`config.mk`:
```
export PLATFORM = sky130hd
export DESIGN_NAME = baro_status_output_regs
export DESIGN_NICKNAME = d
export VERILOG_FILES = /design/src/core/baro_regs_pkg.sv /design/src/core/baro_status_output_regs.sv /design/src/core/sticky_flag.sv /design/src/core/pressure_adjust.sv
export SDC_FILE = /design/constraint.sdc
export NUM_CORES = 1
export LEC_CHECK = 0
export BUFFER_PORTS_ARGS = -buffer_cell sky130_fd_sc_hd__buf_2
export CAP_MARGIN = 10
export CELL_PAD_IN_SITES_DETAIL_PLACEMENT = 1
export CELL_PAD_IN_SITES_GLOBAL_PLACEMENT = 2
export CORE_ASPECT_RATIO = 0.7
export CORE_MARGIN = 2
export CORE_UTILIZATION = 31
export CTS_CLUSTER_SIZE = 14
export DETAILED_ROUTE_END_ITERATION = 8
export PLACE_DENSITY = 0.79
export SKIP_CTS_REPAIR_TIMING = 1
export SLEW_MARGIN = 20
export SYNTH_ARGS = -nofsm -noshare
export SYNTH_HDL_FRONTEND = slang
export SYNTH_SLANG_ARGS = --single-unit
```
`constraint.sdc`:
```
create_clock -name clk -period 2.04 [get_ports clk]
set_clock_uncertainty 0.05 [all_clocks]
set_input_delay 0.102 -clock clk [delete_from_list [all_inputs] [get_ports clk]]
set_output_delay 0.102 -clock clk [all_outputs]
set_load 0.005 [all_outputs]
```
`src/core/baro_regs_pkg.sv`:
```
// baro_regs_pkg: offsets, bit positions and widths of the read-side status and result bank.
// assumes byte-wide registers on an 8-bit internal address, one clock domain.
package baro_regs_pkg;
   // widths
   localparam int ADDR_W = 8;
   localparam int DATA_W = 8;
   localparam int PRESS_W = 24;
   localparam int TEMP_W = 16;
   localparam int OFFS_W = 16;
   localparam int LEVEL_W = 6;
   localparam int THR_W = 5;
   localparam int OFFS_SHIFT = 8; // offset scaled by 256
   typedef logic [ADDR_W-1:0] addr_t;
   typedef logic [DATA_W-1:0] byte_t;

   // register offsets
   localparam addr_t INTERRUPT_SOURCE_FLAGS_ADDR = 8'h25;
   localparam addr_t FIFO_STATE_ADDR = 8'h26;
   localparam addr_t DATA_STATUS_ADDR = 8'h27;
   localparam addr_t PRESSURE_RESULT_LOW_ADDR = 8'h28;
   localparam addr_t PRESSURE_RESULT_MID_ADDR = 8'h29;
   localparam addr_t PRESSURE_RESULT_HIGH_ADDR = 8'h2A;
   localparam addr_t TEMPERATURE_RESULT_LOW_ADDR = 8'h2B;
   localparam addr_t TEMPERATURE_RESULT_HIGH_ADDR = 8'h2C;
   localparam addr_t FILTER_RESET_TRIGGER_ADDR = 8'h33;

   // interrupt_source_flags fields
   localparam int BOOT_BIT = 7;
   localparam int ACTIVE_BIT = 2;
   localparam int LOW_BIT = 1;
   localparam int HIGH_BIT = 0;
   // fifo_state fields
   localparam int WATERMARK_BIT = 7;
   localparam int QOVR_BIT = 6;
   localparam logic [LEVEL_W-1:0] LEVEL_FULL = 6'h20; // 32 unread samples
   // data_status fields
   localparam int TOR_BIT = 5;
   localparam int POR_BIT = 4;
   localparam int TDA_BIT = 1;
   localparam int PDA_BIT = 0;

   // reset and idle values
   localparam byte_t BYTE_ZERO = 8'h00;
   localparam logic [PRESS_W-1:0] PRESS_RESET = 24'h000000;
   localparam logic [TEMP_W-1:0] TEMP_RESET = 16'h0000;
endpackage

```
`src/core/baro_status_output_regs.sv`:
```
// baro_status_output_regs: read-side status and result registers of the barometer.
// assumes the serial interface decoder gives a one-cycle read strobe with an address,
// and that the fifo, interrupt engine and conversion engine run on the same clk.
// configuration inputs are expected to change only between conversions.
// Functional notes
// - interrupt source bit 7 follows the running boot phase.
// - interrupt source bit 2 shows that some interrupt event occurred.
// - interrupt source bit 1 latches a low differential pressure event.
// - interrupt source bit 0 latches a high differential pressure event.
// - watermark flag is one when fill level is at or above threshold.
// - fifo status bit 6 shows full fifo with overwritten samples.
// - six-bit level field gives unread fifo samples, 32 when full.
// - data status bit 5 flags temperature result overwritten unread.
// - data status bit 4 flags pressure result overwritten unread.
// - data status bit 1 flags a new temperature result.
// - data status bit 0 flags a new pressure result.
// - visible data status refreshes once per output data rate period.
// - pressure is 24-bit two's complement, low byte 28h to high 2Ah.
// - with special modes off, pressure equals measured minus stored offset.
// - stored 16-bit offset is multiplied by 256 before subtracting.
// - temperature is 16-bit two's complement, low 2Bh, high 2Ch.
// - reading 33h resets the pressure low-pass filter; host reads it first.
// - watermark threshold is the 5-bit field of fifo control.
`timescale 1ns/1ps
module baro_status_output_regs (
   // clock and reset
   input wire logic clk,
   input wire logic rst,
   // register read port from the serial interface decoder
   input wire logic reg_rd_stb,
   input wire baro_regs_pkg::addr_t reg_addr,
   output baro_regs_pkg::byte_t reg_rd_data,
   output logic reg_rd_valid,
   // configuration held in the control bank
   input wire logic [baro_regs_pkg::THR_W-1:0] watermark_threshold,
   input wire logic [baro_regs_pkg::OFFS_W-1:0] pressure_offset,
   input wire logic differential_enable,
   input wire logic auto_reference_reset,
   input wire logic autozero_enable,
   // interrupt engine
   input wire logic boot_running,
   input wire logic low_diff_event,
   input wire logic high_diff_event,
   // fifo
   input wire logic [baro_regs_pkg::LEVEL_W-1:0] queue_level,
   input wire logic queue_overwrite,
   // conversion engine
   input wire logic output_data_rate_tick,
   input wire logic press_new,
   input wire logic [baro_regs_pkg::PRESS_W-1:0] press_raw,
   input wire logic temp_new,
   input wire logic [baro_regs_pkg::TEMP_W-1:0] temp_raw,
   // filter control
   output logic pressure_lowpass_reset
);
   import baro_regs_pkg::*;

   // register file state
   logic [PRESS_W-1:0] pressure_value;
   logic press_done;
   logic [TEMP_W-1:0] temperature_value_reg, temperature_value_next;
   logic boot_reg, boot_next;
   logic [LEVEL_W-1:0] level_reg, level_next;
   logic watermark_reg, watermark_next;
   byte_t status_view_reg, status_view_next;
   byte_t rd_data_reg, rd_data_next;
   logic rd_valid_reg, rd_valid_next;
   logic lp_reset_reg, lp_reset_next;

   // decoded read side effects
   logic rd_int_src, rd_fifo, rd_press_hi, rd_temp_hi, rd_lpf;
   logic subtract_en;
   // flag outputs of the sticky cells
   logic low_diff_flag, high_diff_flag, int_active_flag;
   logic queue_overrun_flag, queue_overrun_clr;
   logic press_ready_flag, temp_ready_flag;
   logic press_overrun_flag, temp_overrun_flag;
   logic press_overrun_set, temp_overrun_set;
   // byte images of the readable status registers
   byte_t int_src_byte, fifo_byte, status_live;

   // read strobes per register; only a read of the high byte ends the result read
   // the strobe is qualified once here so every side effect sees the same decode
   always_comb begin
      rd_int_src = reg_rd_stb && (reg_addr == INTERRUPT_SOURCE_FLAGS_ADDR);
      rd_fifo = reg_rd_stb && (reg_addr == FIFO_STATE_ADDR);
      rd_press_hi = reg_rd_stb && (reg_addr == PRESSURE_RESULT_HIGH_ADDR);
      rd_temp_hi = reg_rd_stb && (reg_addr == TEMPERATURE_RESULT_HIGH_ADDR);
      rd_lpf = reg_rd_stb && (reg_addr == FILTER_RESET_TRIGGER_ADDR);
   end

   // set and clear terms of the flags; any special pressure mode bypasses the offset
   always_comb begin
      subtract_en = ~(differential_enable | auto_reference_reset | autozero_enable);
      // a new result landing on a still-unread one is an overrun
      press_overrun_set = press_done & press_ready_flag;
      temp_overrun_set = temp_new & temp_ready_flag;
      // the overrun flag must outlive a read while the fifo is still full
      queue_overrun_clr = rd_fifo & (queue_level != LEVEL_FULL);
   end

   // pressure result with offset correction
   // the offset is removed at capture time, so every byte read sees the corrected value
   pressure_adjust u_press (
      .clk(clk),
      .rst(rst),
      .load(press_new),
      .raw(press_raw),
      .pressure_offset(pressure_offset),
      .subtract_en(subtract_en),
      .value_reg(pressure_value),
      .done_reg(press_done)
   );

   // latched interrupt sources, cleared by reading the interrupt source register
   // all three share one clear, so a single read empties every latched bit; boot bit 7 is a mirror and stays
   sticky_flag u_low (
      .clk(clk),
      .rst(rst),
      .set(low_diff_event),
      .clr(rd_int_src),
      .flag_reg(low_diff_flag)
   );
   sticky_flag u_high (
      .clk(clk),
      .rst(rst),
      .set(high_diff_event),
      .clr(rd_int_src),
      .flag_reg(high_diff_flag)
   );
   sticky_flag u_active (
      .clk(clk),
      .rst(rst),
      .set(low_diff_event | high_diff_event),
      .clr(rd_int_src),
      .flag_reg(int_active_flag)
   );

   // fifo overrun stays while the fifo is still full after overwrites
   sticky_flag u_qovr (
      .clk(clk),
      .rst(rst),
      .set(queue_overwrite),
      .clr(queue_overrun_clr),
      .flag_reg(queue_overrun_flag)
   );

   // result-ready and overrun flags; reading the high byte consumes the result
   sticky_flag u_pda (
      .clk(clk),
      .rst(rst),
      .set(press_done),
      .clr(rd_press_hi),
      .flag_reg(press_ready_flag)
   );
   sticky_flag u_tda (
      .clk(clk),
      .rst(rst),
      .set(temp_new),
      .clr(rd_temp_hi),
      .flag_reg(temp_ready_flag)
   );
   sticky_flag u_por (
      .clk(clk),
      .rst(rst),
      .set(press_overrun_set),
      .clr(rd_press_hi),
      .flag_reg(press_overrun_flag)
   );
   sticky_flag u_tor (
      .clk(clk),
      .rst(rst),
      .set(temp_overrun_set),
      .clr(rd_temp_hi),
      .flag_reg(temp_overrun_flag)
   );

   // temperature capture; the value and its ready flag move in the same cycle
   always_comb begin
      temperature_value_next = temp_new ? temp_raw : temperature_value_reg;
   end

   // boot mirror, fifo level and watermark compare, one cycle behind their sources
   always_comb begin
      boot_next = boot_running;
      level_next = queue_level;
      // equal-or-above wins over the looser greater-than wording
      watermark_next = (queue_level >= {1'b0, watermark_threshold});
   end

   // byte images of the three status registers, unused bits held at zero
   always_comb begin
      int_src_byte = BYTE_ZERO;
      int_src_byte[BOOT_BIT] = boot_reg;
      int_src_byte[ACTIVE_BIT] = int_active_flag;
      int_src_byte[LOW_BIT] = low_diff_flag;
      int_src_byte[HIGH_BIT] = high_diff_flag;
   end

   // fifo state image; level and watermark come from the registered mirrors
   always_comb begin
      fifo_byte = BYTE_ZERO;
      fifo_byte[WATERMARK_BIT] = watermark_reg;
      fifo_byte[QOVR_BIT] = queue_overrun_flag;
      fifo_byte[LEVEL_W-1:0] = level_reg;
   end

   // live data status image, ahead of the copy the host sees
   always_comb begin
      status_live = BYTE_ZERO;
      status_live[TOR_BIT] = temp_overrun_flag;
      status_live[POR_BIT] = press_overrun_flag;
      status_live[TDA_BIT] = temp_ready_flag;
      status_live[PDA_BIT] = press_ready_flag;
   end

   // visible status copies the live flags each rate tick; clears show at once,
   // so a host never sees a ready bit for data it already consumed
   always_comb begin
      status_view_next = status_view_reg;
      if (output_data_rate_tick) begin
         status_view_next = status_live;
      end
      // a tick in the reading cycle still copies the old live bits, so the clear
      // goes on top; a result landing in that cycle keeps its bits instead
      if (rd_press_hi && !press_done) begin
         status_view_next[PDA_BIT] = 1'b0;
         status_view_next[POR_BIT] = 1'b0;
      end
      if (rd_temp_hi && !temp_new) begin
         status_view_next[TDA_BIT] = 1'b0;
         status_view_next[TOR_BIT] = 1'b0;
      end
   end

   // read mux; unmapped addresses and the filter trigger read back zero
   always_comb begin
      // data holds its last value while no read is taken
      rd_data_next = rd_data_reg;
      rd_valid_next = reg_rd_stb;
      lp_reset_next = rd_lpf;
      if (reg_rd_stb) begin
         unique case (reg_addr)
            INTERRUPT_SOURCE_FLAGS_ADDR: rd_data_next = int_src_byte;
            FIFO_STATE_ADDR: rd_data_next = fifo_byte;
            DATA_STATUS_ADDR: rd_data_next = status_view_reg;
            PRESSURE_RESULT_LOW_ADDR: rd_data_next = pressure_value[7:0];
            PRESSURE_RESULT_MID_ADDR: rd_data_next = pressure_value[15:8];
            PRESSURE_RESULT_HIGH_ADDR: rd_data_next = pressure_value[23:16];
            TEMPERATURE_RESULT_LOW_ADDR: rd_data_next = temperature_value_reg[7:0];
            TEMPERATURE_RESULT_HIGH_ADDR: rd_data_next = temperature_value_reg[15:8];
            default: rd_data_next = BYTE_ZERO;
         endcase
      end
   end

   // result and mirror registers; the mirrors add one cycle to the boot, level and watermark sources
   always_ff @(posedge clk) begin
      if (rst) begin
         temperature_value_reg <= TEMP_RESET;
         boot_reg <= 1'b0;
         level_reg <= '0;
         watermark_reg <= 1'b0;
      end else begin
         temperature_value_reg <= temperature_value_next;
         boot_reg <= boot_next;
         level_reg <= level_next;
         watermark_reg <= watermark_next;
      end
   end

   // host-visible data status, changed only by rate ticks and result reads
   always_ff @(posedge clk) begin
      if (rst) begin
         status_view_reg <= BYTE_ZERO;
      end else begin
         status_view_reg <= status_view_next;
      end
   end

   // read port answer; data holds between reads so a slow decoder can sample late
   always_ff @(posedge clk) begin
      if (rst) begin
         rd_data_reg <= BYTE_ZERO;
         rd_valid_reg <= 1'b0;
      end else begin
         rd_data_reg <= rd_data_next;
         rd_valid_reg <= rd_valid_next;
      end
   end

   // filter reset pulse, one cycle after the trigger read is taken
   always_ff @(posedge clk) begin
      if (rst) begin
         lp_reset_reg <= 1'b0;
      end else begin
         lp_reset_reg <= lp_reset_next;
      end
   end

   assign reg_rd_data = rd_data_reg;
   assign reg_rd_valid = rd_valid_reg;
   assign pressure_lowpass_reset = lp_reset_reg;
endmodule // baro_status_output_regs

```
`src/core/sticky_flag.sv`:
```
// sticky_flag: one hardware-set, reader-cleared flag.
// assumes set and clear are single-cycle pulses on clk.
`timescale 1ns/1ps
module sticky_flag (
   // clock and reset
   input wire logic clk,
   input wire logic rst,
   // set and clear
   input wire logic set,
   input wire logic clr,
   // flag
   output logic flag_reg
);
   logic flag_next;

   // a set in the clearing cycle wins so no event is lost
   always_comb begin
      flag_next = set | (flag_reg & ~clr);
   end

   always_ff @(posedge clk) begin
      if (rst) begin
         flag_reg <= 1'b0;
      end else begin
         flag_reg <= flag_next;
      end
   end
endmodule // sticky_flag

```
`src/core/pressure_adjust.sv`:
```
// pressure_adjust: registers a new pressure result, minus the scaled stored offset.
// assumes raw and offset are stable in the cycle that load is high.
`timescale 1ns/1ps
module pressure_adjust (
   // clock and reset
   input wire logic clk,
   input wire logic rst,
   // conversion input
   input wire logic load,
   input wire logic [baro_regs_pkg::PRESS_W-1:0] raw,
   input wire logic [baro_regs_pkg::OFFS_W-1:0] pressure_offset,
   input wire logic subtract_en,
   // result
   output logic [baro_regs_pkg::PRESS_W-1:0] value_reg,
   output logic done_reg
);
   import baro_regs_pkg::*;
   logic [PRESS_W-1:0] value_next;
   logic [PRESS_W-1:0] scaled_offset;

   // offset is 16 bits, shifted up to line up with the 24-bit result
   always_comb begin
      scaled_offset = {pressure_offset, {OFFS_SHIFT{1'b0}}};
      value_next = value_reg;
      if (load) begin
         // two's complement wraps; no saturation, matching the raw width
         value_next = subtract_en ? PRESS_W'(raw - scaled_offset) : raw;
      end
   end

   always_ff @(posedge clk) begin
      if (rst) begin
         value_reg <= PRESS_RESET;
         done_reg <= 1'b0;
      end else begin
         value_reg <= value_next;
         done_reg <= load;
      end
   end
endmodule // pressure_adjust

```
Word level (Yosys, flattened, before mapping)
Index checks and enable logic that the tools add are counted.
{"block": "word_totals", "regBits": 71, "latchBits": 0, "ram_bits": 0, "rom_bits": 0, "input_bits": 88, "out_inout_bits": 10, "elab_cells": 70, "n_memories": 0}
{"block": "op_classes", "n_addsub": 1, "n_mul": 0, "div_mod_pow": 0, "order_cmp": 1, "n_eq_ne": 10, "n_shift": 0, "mux": 2, "n_bitwise": 26, "n_reduce_logical": 11}
{"operator": "$eq A8 B6 Y1 const B", "count": 9}
{"operator": "$pmux W8 S8", "count": 1}
{"operator": "$mux W24", "count": 1}
{"operator": "$sub A24 B24 Y24", "count": 1}
{"operator": "$and A1 B1 Y1", "count": 11}
{"operator": "$or A1 B1 Y1", "count": 11}
{"operator": "$logic_and A1 B1 Y1", "count": 7}
{"operator": "$ge A6 B5 Y1", "count": 1}
{"operator": "$ne A6 B6 Y1 const B", "count": 1}
{"operator": "$not A1 Y1", "count": 4}
{"operator": "$reduce_or A2 Y1", "count": 2}
{"operator": "$logic_not A1 Y1", "count": 2}

Depth between registers and ports, before layout
Gate-level depths: netlist (run 1).
{"block": "logic_depth", "depth_word": 6, "mapped_depth": 9, "depth_no_buf": 9}

By module
A second synthesis (run 1) with hierarchy kept.
{"block": "hier_totals", "cells_unflattened": 475, "hier_area_um2": 4260.3}
{"mod": "baro_status_output_regs", "instances": 1, "cells_each": 227, "area_each_um2": 2145.8, "seq_area_each_um2": 760.7}
{"mod": "pressure_adjust", "instances": 1, "cells_each": 216, "area_each_um2": 1804.2, "seq_area_each_um2": 500.5}
{"mod": "sticky_flag", "instances": 8, "cells_each": 4, "area_each_um2": 38.8, "seq_area_each_um2": 20.0}

Worst setup path after synthesis (run 1)
OpenSTA, ideal clock, no wires.
{"block": "synth_path", "path_kind": "in2reg", "from": "in press_raw[8] in the netlist's numbering", "to": "reg u_press.value_reg[22] in the netlist's numbering", "setup_time_ps": 92, "arrival_time_ps": 1752, "required_time_ps": 1898, "setup_slack_ps": 146, "cell_stages": 9, "n_path_buf": 0, "cell_sequence": "inv_1 ha_1 fa_1 nor2b_1 o21bai_1 a31oi_1 nand3_1 and3_1 o32ai_1"}
{"block": "synth_via", "elab_chain_cells": 2}
{"item": "from (decl)", "line": "baro_status_output_regs.sv:50", "rtl": "input wire logic [baro_regs_pkg::PRESS_W-1:0] press_raw,"}
{"item": "$sub A24 B24 Y24", "line": "pressure_adjust.sv:27", "rtl": "value_next = subtract_en ? PRESS_W'(raw - scaled_offset) : raw;"}
{"item": "$mux W24", "line": "pressure_adjust.sv:27"}
{"item": "to (signal assigned)", "line": "pressure_adjust.sv:36", "rtl": "value_reg <= value_next;"}
{"item": "to (decl)", "line": "pressure_adjust.sv:14", "rtl": "output logic [baro_regs_pkg::PRESS_W-1:0] value_reg,"}
Every way passes these cells.
A chain may end at the register's enable or synchronous reset.

Worst setup path after layout (run 1)
Ends and elaborated chain as after synthesis.

==> results.cfg, run 1 <==
[timing]
worst_pin_slew_ps = 587.5
worst_slack_ps = 209.4
whs_ps = -29.72
period_minus_slack_ps = 1831
hold_viol_final = 9
finalCritPeriodShare = 0.8973
fmax_ghz = 0.5463
setup_viol = 0
rsz0062_at_grt = no
maxSlewHeadroom = 0.6083
slew_viol_final = 0

[hold_path]
min_from = press_raw[7]
holdPathEnd = u_press.value_reg[7]$_SDFFE_PP0P_
hold_depth = 3
hold_class = in2reg

[synth]
synth_edf_count = 0
syn_area_sq_um = 3945
async_reset_ff_frac = 0
yosys_warnings = 0
synth_cell_types = 56
synth_nets = 566
ys.flop_type = dfxtp_1
avgSynthCellArea_sq_um = 8.632
syn_inst = 457
seq_area_frac_synth = 0.3603
ys_seq_elements = 71

[clock_network]
cts.sinks = 71
cts_tree = built
ctsHtreeMaxLevel = 3
tritoncts.num_buffers = 9
insertion_delay_ps = 330
clk_pin_slew_worst_paths_ps = 50
clockBufferDepth = 2
clockRootBuffer = clkbuf_16

[job]
drv_cap = 0

[detailed_routing]
drc = 0
vias = 3759
avgRoutedWirePerCell_um = 16.86
detail_route.first_pass.iterations = 4
drt_iter0_drc = 199
drtAntennaViolNets = 0
totalWireLength_um = 12700
routed_via_density = 4.992

[setup_path]
cp-end-kind = register
cp_max_fo = 5
crit_slowest_cell = fa_1
cp.arrival_ps = 2020
slowest_delay_ps = 390
worstSetupPathType = in2reg
path_buf_inv = 3
start_kind = input port
required_ps = 2230
r2r_cells = 3
cp_top_family = adder cells
crit_chain = buf_2, inv_1, ha_1, fa_1, nor2b_1, o21bai_1, a31oi_1, buf_4, nand3_1, and3_1, o32ai_1
r2r_end = reg_rd_data[0]$_SDFFE_PP0P_
ff2ff_setup_slack_ps = 530
r2r_start = u_press.value_reg[16]$_SDFFE_PP0P_

[cells_and_area]
largest_reg_flops = 24
fill_cells = 1508
drive_gt1_frac = 0.2657
seqCellArea_sq_um = 1421
multi_input_area_sq_um = 2317
synthToLayoutAreaGrowth_pct = 31.78
final_area_sq_um = 5199
final_nets = 695
antenna_cells = 0

[die]
die_w_um = 138.8
ioPinCount = 98
die_y_um = 98.38
dieArea_sq_um = 13660
coreArea_sq_um = 12420
fp-row-count = 34
start_util = 0.3176

[global_routing]
grt-ovfl-total = 0
grt_first_pass_wirelength_um = 19740
grt_max_degree = 35
grt_pass1_vias = 3747
grt_use_total = 0.1848
antenna_found_initial = 0

[placement]
dp_slack_ps = -125.1
port-buffer-count = 97
placed_area_sq_um = 4723
hpwl_um = 9912
gp_congestion = 0.8170

[power_and_ir_drop]
leakage_nw = 2.375
ir_worst_vdd_v = 0.0004243
p_total_w = 0.003658
cellPowerDensity_nw_per_um2 = 703.7

[run_status]
status = finished with violations
violations = hold timing
final cells by class:
type                    instances  area share
clock buffers                  10     0.04597
clock inverters                 6    0.006980
inverters                      25     0.01805
multi-input cells             335      0.4457
flip-flops and latches         71      0.2734
well taps                     162     0.03899
repair buffers                144      0.1709
per-stage QoR:
stage	hold slack (ps)	cells	util	setup TNS, ps
floorplan	146.5	457	-	0
global placement	265.6	717	0.3802	-45.25
detailed placement	269.4	717	0.3802	-180.3
CTS	-77.29	733	0.4024	0
global route	5.095	753	0.4185	0
finish	-29.72	753	0.4185	0
cells in the final DEF (no fill, tap or decap), types with 3 or more instances in the layout:
cell type | netlist | final
a222oi_1 | 3 | 3
nor2_1 | 64 | 64
nand3_1 | 11 | 11
a22oi_1 | 3 | 3
nor2b_1 | 14 | 14
ha_1 | 20 | 20
a21o_1 | 3 | 3
a311oi_1 | 5 | 5
o21ai_0 | 22 | 22
nor4_1 | 3 | 3
nand3b_1 | 5 | 5
buf_2 | 6 | 97
nand4_1 | 3 | 3
xnor2_1 | 9 | 9
clkinv_2 | 0 | 4
nand2b_1 | 4 | 4
clkbuf_16 | 0 | 9
a31oi_1 | 6 | 6
mux2i_1 | 31 | 31
nor3_1 | 5 | 5
dfxtp_1 | 71 | 71
dlygate4sd3_1 | 0 | 20
buf_4 | 0 | 27
a211oi_1 | 8 | 8
nand2_1 | 40 | 40
mux2_2 | 3 | 3
mux4_2 | 7 | 7
a21oi_1 | 24 | 24
xor2_1 | 4 | 4
inv_1 | 25 | 25
a22o_1 | 6 | 6
where the power goes:
group | total (W) | internal, W | switching (W)
combinational | 0.000715 | 0.000342 | 0.000373
clock | 0.00143 | 0.000848 | 0.000584
sequential | 0.00151 | 0.00147 | 0.0000463
cell families after synthesis:
logic type | synth area share
compound gates | 0.1627
mux | 0.1272
simple gates | 0.2001
xor+xnor | 0.02886
buf+inv | 0.05233
fa+ha+maj | 0.06851
flops | 0.3603
worst reg2reg max path: cells and delay by family, from the launching register on:
| kind | cells | cell delay, ps |
|---|---|---|
| flops | 1 | 340 |
| compound gates | 2 | 490 |
| mux | 1 | 510 |
cells in the mapped netlist (4+ instances only):
cell type / count / area, sq um
xnor2_1: 9 / 78.83
nand3_1: 11 / 55.05
xor2_1: 4 / 35.03
nand2_1: 40 / 150.1
clkbuf_1: 17 / 63.81
nand3b_1: 5 / 37.54
nor2b_1: 14 / 87.58
o21ai_0: 22 / 110.1
mux2i_1: 31 / 310.3
a21oi_1: 24 / 120.1
a31oi_1: 6 / 37.54
dfxtp_1: 71 / 1421
nor3_1: 5 / 25.02
ha_1: 20 / 250.2
mux4_2: 7 / 157.7
nor2_1: 64 / 240.2
buf_2: 6 / 30.03
a311oi_1: 5 / 43.79
nand2b_1: 4 / 25.02
a211oi_1: 8 / 60.06
inv_1: 25 / 93.84
a22o_1: 6 / 52.55
worst max path at each step:
stage	cells after the start	endpoint	startpoint
finish	11	u_press.value_reg[22]$_SDFFE_PP0P_	press_raw[8]
global route	11	u_press.value_reg[22]$_SDFFE_PP0P_	press_raw[8]
CTS	11	u_press.value_reg[22]$_SDFFE_PP0P_	press_raw[8]
detailed placement	11	u_press.value_reg[22]$_SDFFE_PP0P_	press_raw[8]
global placement	11	u_press.value_reg[22]$_SDFFE_PP0P_	press_raw[8]
floorplan	9	u_press.value_reg[22]$_SDFFE_PP0P_	press_raw[8]
routing by layer:
metal / wire length [um] / track usage / up-vias
li1: - / - / 1874
met1: 6674 / 0.2658 / 1786
met2: 5365 / 0.2793 / 85
met3: 522 / 0.04806 / 14
met4: 133 / 0.03963 / 0
met5: 0 / 0 / -
Note: power is estimated with default switching activity, not from simulation.
==> inputs of run 2 (changes only) <==
- CTS_BUF_LIST: not set -> sky130_fd_sc_hd__clkbuf_8 sky130_fd_sc_hd__clkbuf_16
- PLACE_DENSITY: 0.79 -> not set
- PLACE_DENSITY_LB_ADDON: not set -> 0.15
==> run 2 against run 1 <==
Effect of this change:
- first-iteration DRC count decreased by 6.0%
- sequential cell count did not move
- die area stayed put
- count of clock-buffer cells in the layout unchanged
- total power up 14%
- critical endpoint unchanged
- the flow still finishes with violations (hold timing)
- non-clock buffer count rose by 5
- combinational power is 0.8% lower
- worst setup slack worse by 33 ps
==> results.cfg, run 2 (synthesis gave the netlist of run 1 again) <==
[placement]
gp_congestion = 0.8180
dp_cells = 719
dp_slack_ps = -127.5
port-buffer-count = 97
hpwl_um = 9841

[detailed_routing]
routed_via_density = 4.959
totalWireLength_um = 12590
drtAntennaViolNets = 0
detail_route.first_pass.iterations = 5
drt_iter0_drc = 187
vias = 3759
avgRoutedWirePerCell_um = 16.61
drc = 0

[setup_path]
r2r_start = u_press.value_reg[7]$_SDFFE_PP0P_
cp-end-kind = register
ff2ff_setup_slack_ps = 560
critPathLaunch = press_raw[8]
cp.arrival_ps = 2060
r2r_end = reg_rd_data[7]$_SDFFE_PP0P_
start_kind = input port
required_ps = 2230
worstSetupPathType = in2reg
cp_max_fo = 5
r2r_cells = 5

[clock_network]
tritoncts.num_buffers = 9
clockRootBuffer = clkbuf_16
clockBufferDepth = 2
insertion_delay_ps = 330
cts_tree = built
clk_pin_slew_worst_paths_ps = 60
ctsHtreeMaxLevel = 3
cts.sinks = 71

[run_status]
status = finished with violations
violations = hold timing

[cells_and_area]
fill_cells = 1504
largest_reg_flops = 24
most-common-layout-cells = buf_2 (97), dfxtp_1 (71), nor2_1 (64)
drive_gt1_frac = 0.2651
instances_no_fill = 758
antenna_cells = 0
layout_commonest_cell = buf_2
final_nets = 700
synthToLayoutAreaGrowth_pct = 35.36
seqCellArea_sq_um = 1421
multi_input_area_sq_um = 2317

[hold_path]
hold_class = in2reg
hold_depth = 3
holdPathEnd = temperature_value_reg[12]$_SDFFE_PP0P_
min_from = temp_raw[12]

[die]
dieArea_sq_um = 13660
ioPinCount = 98
die_y_um = 98.38
die_w_um = 138.8
coreArea_sq_um = 12420
fp-row-count = 34
start_util = 0.3176

[timing]
rsz0062_at_grt = no
setup_viol = 0
finalCritPeriodShare = 0.9133
slew_viol_final = 0
period_minus_slack_ps = 1863
worst_slack_ps = 176.8
worst_pin_slew_ps = 574.8
hold_viol_final = 10
maxSlewHeadroom = 0.6168
fmax_ghz = 0.5367
whs_ps = -29.82

[global_routing]
grt_pass1_vias = 3851
grt-ovfl-total = 0
grt_max_degree = 32
grt_first_pass_wirelength_um = 20180
antenna_found_initial = 0
grt_use_total = 0.1878

[power_and_ir_drop]
cellPowerDensity_nw_per_um2 = 779.4
leakage_nw = 2.447
ir_worst_vdd_v = 0.0004145

[job]
drv_cap = 0
[run 2: cell types whose count changed in the layout (fill, tap and decap cells not counted)]
cell | previous run | this run
inv_1 | 25 | 26
buf_4 | 27 | 29
dlygate4sd3_1 | 20 | 23
clkinvlp_4 | 1 | 0
bufinv_16 | 0 | 4
clkinv_2 | 4 | 0
[run 2: critical path, cell delays in order]
cell      delay [ps]
buf_2             90
inv_1             40
ha_1             200
fa_1             390
nor2b_1          190
o21bai_1         140
a31oi_1          200
buf_4            160
nand3_1          100
and3_1           200
o32ai_1          250
[run 2: routing by layer]
| metal | vias to the layer above | share of wire | global-route usage |
|---|---|---|---|
| li1 | 1890 | - | - |
| met1 | 1774 | 0.52 | 0.2763 |
| met2 | 89 | 0.43 | 0.2774 |
| met3 | 6 | 0.044 | 0.04022 |
| met4 | 0 | 0.0041 | 0.05206 |
| met5 | - | 0 | 0 |
[run 2: how the worst max path moves through the flow]
stage	to	slack (ps)	cells past startpoint
after floorplan	u_press.value_reg[22]$_SDFFE_PP0P_	150	9
after global placement	u_press.value_reg[22]$_SDFFE_PP0P_	-50	11
after detailed placement	u_press.value_reg[22]$_SDFFE_PP0P_	-130	11
after CTS	u_press.value_reg[22]$_SDFFE_PP0P_	200	11
after global routing	u_press.value_reg[22]$_SDFFE_PP0P_	80	11
final	u_press.value_reg[22]$_SDFFE_PP0P_	180	11
[run 2: per-stage QoR]
| step | hold WS [ps] | cell area, sq um | total power [W] | util | setup TNS, ps |
|---|---|---|---|---|---|
| finish | -29.82 | 5340 | 0.004162 | 0.4299 | 0 |
| global route | 0.2377 | 5340 | 0.004364 | 0.4299 | 0 |
| CTS | -84.84 | 5110 | 0.004188 | 0.4114 | 0 |
| detailed placement | 268.5 | 4738 | 0.002223 | 0.3814 | -225.1 |
| global placement | 262.6 | 4738 | 0.002208 | 0.3814 | -46.50 |
| floorplan | 146.5 | 3945 | 0.001937 | - | 0 |
[run 2: area by class of cell]
type                    instances  share of cell area
repair buffers                149              0.1748
well taps                     162             0.03796
inverters                      25             0.01757
flip-flops and latches         71              0.2662
clock inverters                 6             0.02484
clock buffers                  10             0.04475
multi-input cells             335              0.4339
[run 2: report_power, final]
group          total [W]  internal (W)  switching (W)  leakage [nW]
Sequential       0.00152       0.00147      0.0000496         0.586
Clock            0.00194       0.00135       0.000589         0.184
Combinational   0.000709      0.000347       0.000363          1.68
Total            0.00416       0.00316        0.00100          2.45
==> inputs of run 3 (changes only) <==
- PLACE_DENSITY_LB_ADDON: 0.15 -> 0.1
==> run 3 against run 2 <==
Effect of this change:
- the flow still finishes with violations (hold timing)
- critical path type unchanged
- highest routed layer unchanged
- worst setup slack got worse by 43 ps
- wire length rose by 0.65%
- cell count rose by 0.13%
- combinational power barely moved
- largest cell class unchanged
- count of clock-buffer cells in the layout did not move
==> results.cfg, run 3 (synthesis gave the netlist of run 1 again) <==
[power_and_ir_drop]
leakage_nw = 2.410
swShare = 0.2676
pwr-share-clk = 0.414
pwr-share-seq = 0.399
ir_worst_vdd_v = 0.0004670
p_int_w = 0.002783
power.net_switching_w = 0.001017
cellPowerDensity_nw_per_um2 = 718.6
power_frac_comb = 0.187

[die]
die_y_um = 98.38
start_util = 0.3176
ioPinCount = 98
fp-row-count = 34
coreArea_sq_um = 12420
die_w_um = 138.8
dieArea_sq_um = 13660

[timing]
fmax_ghz = 0.5246
setup_viol = 0
worst_pin_slew_ps = 605.0
finalSetupTns_ps = 0
period_minus_slack_ps = 1906
maxSlewHeadroom = 0.5967
whs_ps = -38.65
hold_viol_final = 8
slew_viol_final = 0
finalCritPeriodShare = 0.9345
rsz0062_at_grt = no
worst_slack_ps = 133.6

[cells_and_area]
fill_cells = 1483
final_area_sq_um = 5288
layout_commonest_cell = buf_2
synthToLayoutAreaGrowth_pct = 34.03
most-common-layout-cells = buf_2 (97), dfxtp_1 (71), nor2_1 (64)
largest_reg_flops = 24
drive_gt1_frac = 0.2647
antenna_cells = 0
post-route-util = 0.4257
final_nets = 701

[clock_network]
clockBufferDepth = 2
cts.sinks = 71
clockRootBuffer = clkbuf_16
clk_pin_slew_worst_paths_ps = 60
ctsHtreeMaxLevel = 3
insertion_delay_ps = 340
cts_tree = built
tritoncts.num_buffers = 9

[run_status]
violations = hold timing
status = finished with violations

[job]
drv_cap = 0

[placement]
hpwl_um = 9877
gp_congestion = 0.8172
dp_slack_ps = -127.5
placed_area_sq_um = 4723
port-buffer-count = 97

[setup_path]
crit_chain = buf_2, dlygate4sd3_1, nand2_1, dlygate4sd3_1, nor4_1, dlygate4sd3_1
cp_top_family = buffers and inverters
worstSetupPathType = in2reg
crit_slowest_cell = dlygate4sd3_1
cp.arrival_ps = 2140
cp_max_fo = 2
cp-end-kind = register
path_buf_inv = 4
start_kind = input port
cpMostUsedCell = dlygate4sd3_1
slowest_delay_ps = 580
required_ps = 2270

[global_routing]
grt_max_degree = 37
antenna_found_initial = 0
grt_pass1_vias = 3731
grt-ovfl-total = 0
grt_use_total = 0.1883
grt_first_pass_wirelength_um = 20020

[detailed_routing]
drc = 0
drtAntennaViolNets = 0
drt_iter0_drc = 202
totalWireLength_um = 12670
detail_route.first_pass.iterations = 4
routed_via_density = 5.004
avgRoutedWirePerCell_um = 16.69
vias = 3798

[hold_path]
hold_class = in2reg
run 3: power groups by stage:
stage | logic [W] | registers (W) | clock network, W
2_1_floorplan | 0.000417 | 0.00152 | 0
3_3_place_gp | 0.000662 | 0.00154 | 0
3_5_place_dp | 0.000675 | 0.00154 | 0
4_1_cts | 0.000679 | 0.00151 | 0.00162
5_1_grt | 0.000797 | 0.00152 | 0.00167
6_report | 0.000712 | 0.00151 | 0.00157
run 3: area by class of cell:
type	count	area [sq um]	area share
clock buffers	10	239.0	0.04520
flip-flops and latches	71	1421	0.2688
clock inverters	6	60.06	0.01136
multi-input cells	335	2322	0.4392
well taps	162	202.7	0.03833
repair buffers	150	948.4	0.1794
inverters	25	93.84	0.01775
run 3: tightest hold or removal path: stages:
cell and delay [ps]:
buf_2 80, mux2i_1 60, nor2_1 70
run 3: final timing paths:
path / depth (start not counted) / start / slack, ps / end
min reg2reg: 2 / reg_rd_data[1]$_SDFFE_PP0P_ / 400 / reg_rd_data[1]$_SDFFE_PP0P_
max: 6 / reg_addr[5] / 130 / pressure_lowpass_reset$_SDFF_PP0_
max reg2reg: 3 / u_press.value_reg[18]$_SDFFE_PP0P_ / 530 / reg_rd_data[2]$_SDFFE_PP0P_
min: 3 / temp_raw[11] / -40 / temperature_value_reg[11]$_SDFFE_PP0P_
run 3: through the flow:
step	std cells	total power [W]
3_3_place_gp	717	0.002203
6_report	759	0.003800
2_1_floorplan	457	0.001937
4_1_cts	733	0.003811
5_1_grt	759	0.003985
3_5_place_dp	717	0.002218
run 3: per-layer routing:
| layer | global-route usage | share of wire | vias to the layer above |
|---|---|---|---|
| met5 | 0 | 0 | - |
| met4 | 0.04429 | 0.0057 | 0 |
| met3 | 0.04757 | 0.044 | 8 |
| met2 | 0.2683 | 0.41 | 90 |
| met1 | 0.2834 | 0.54 | 1811 |
| li1 | - | - | 1889 |
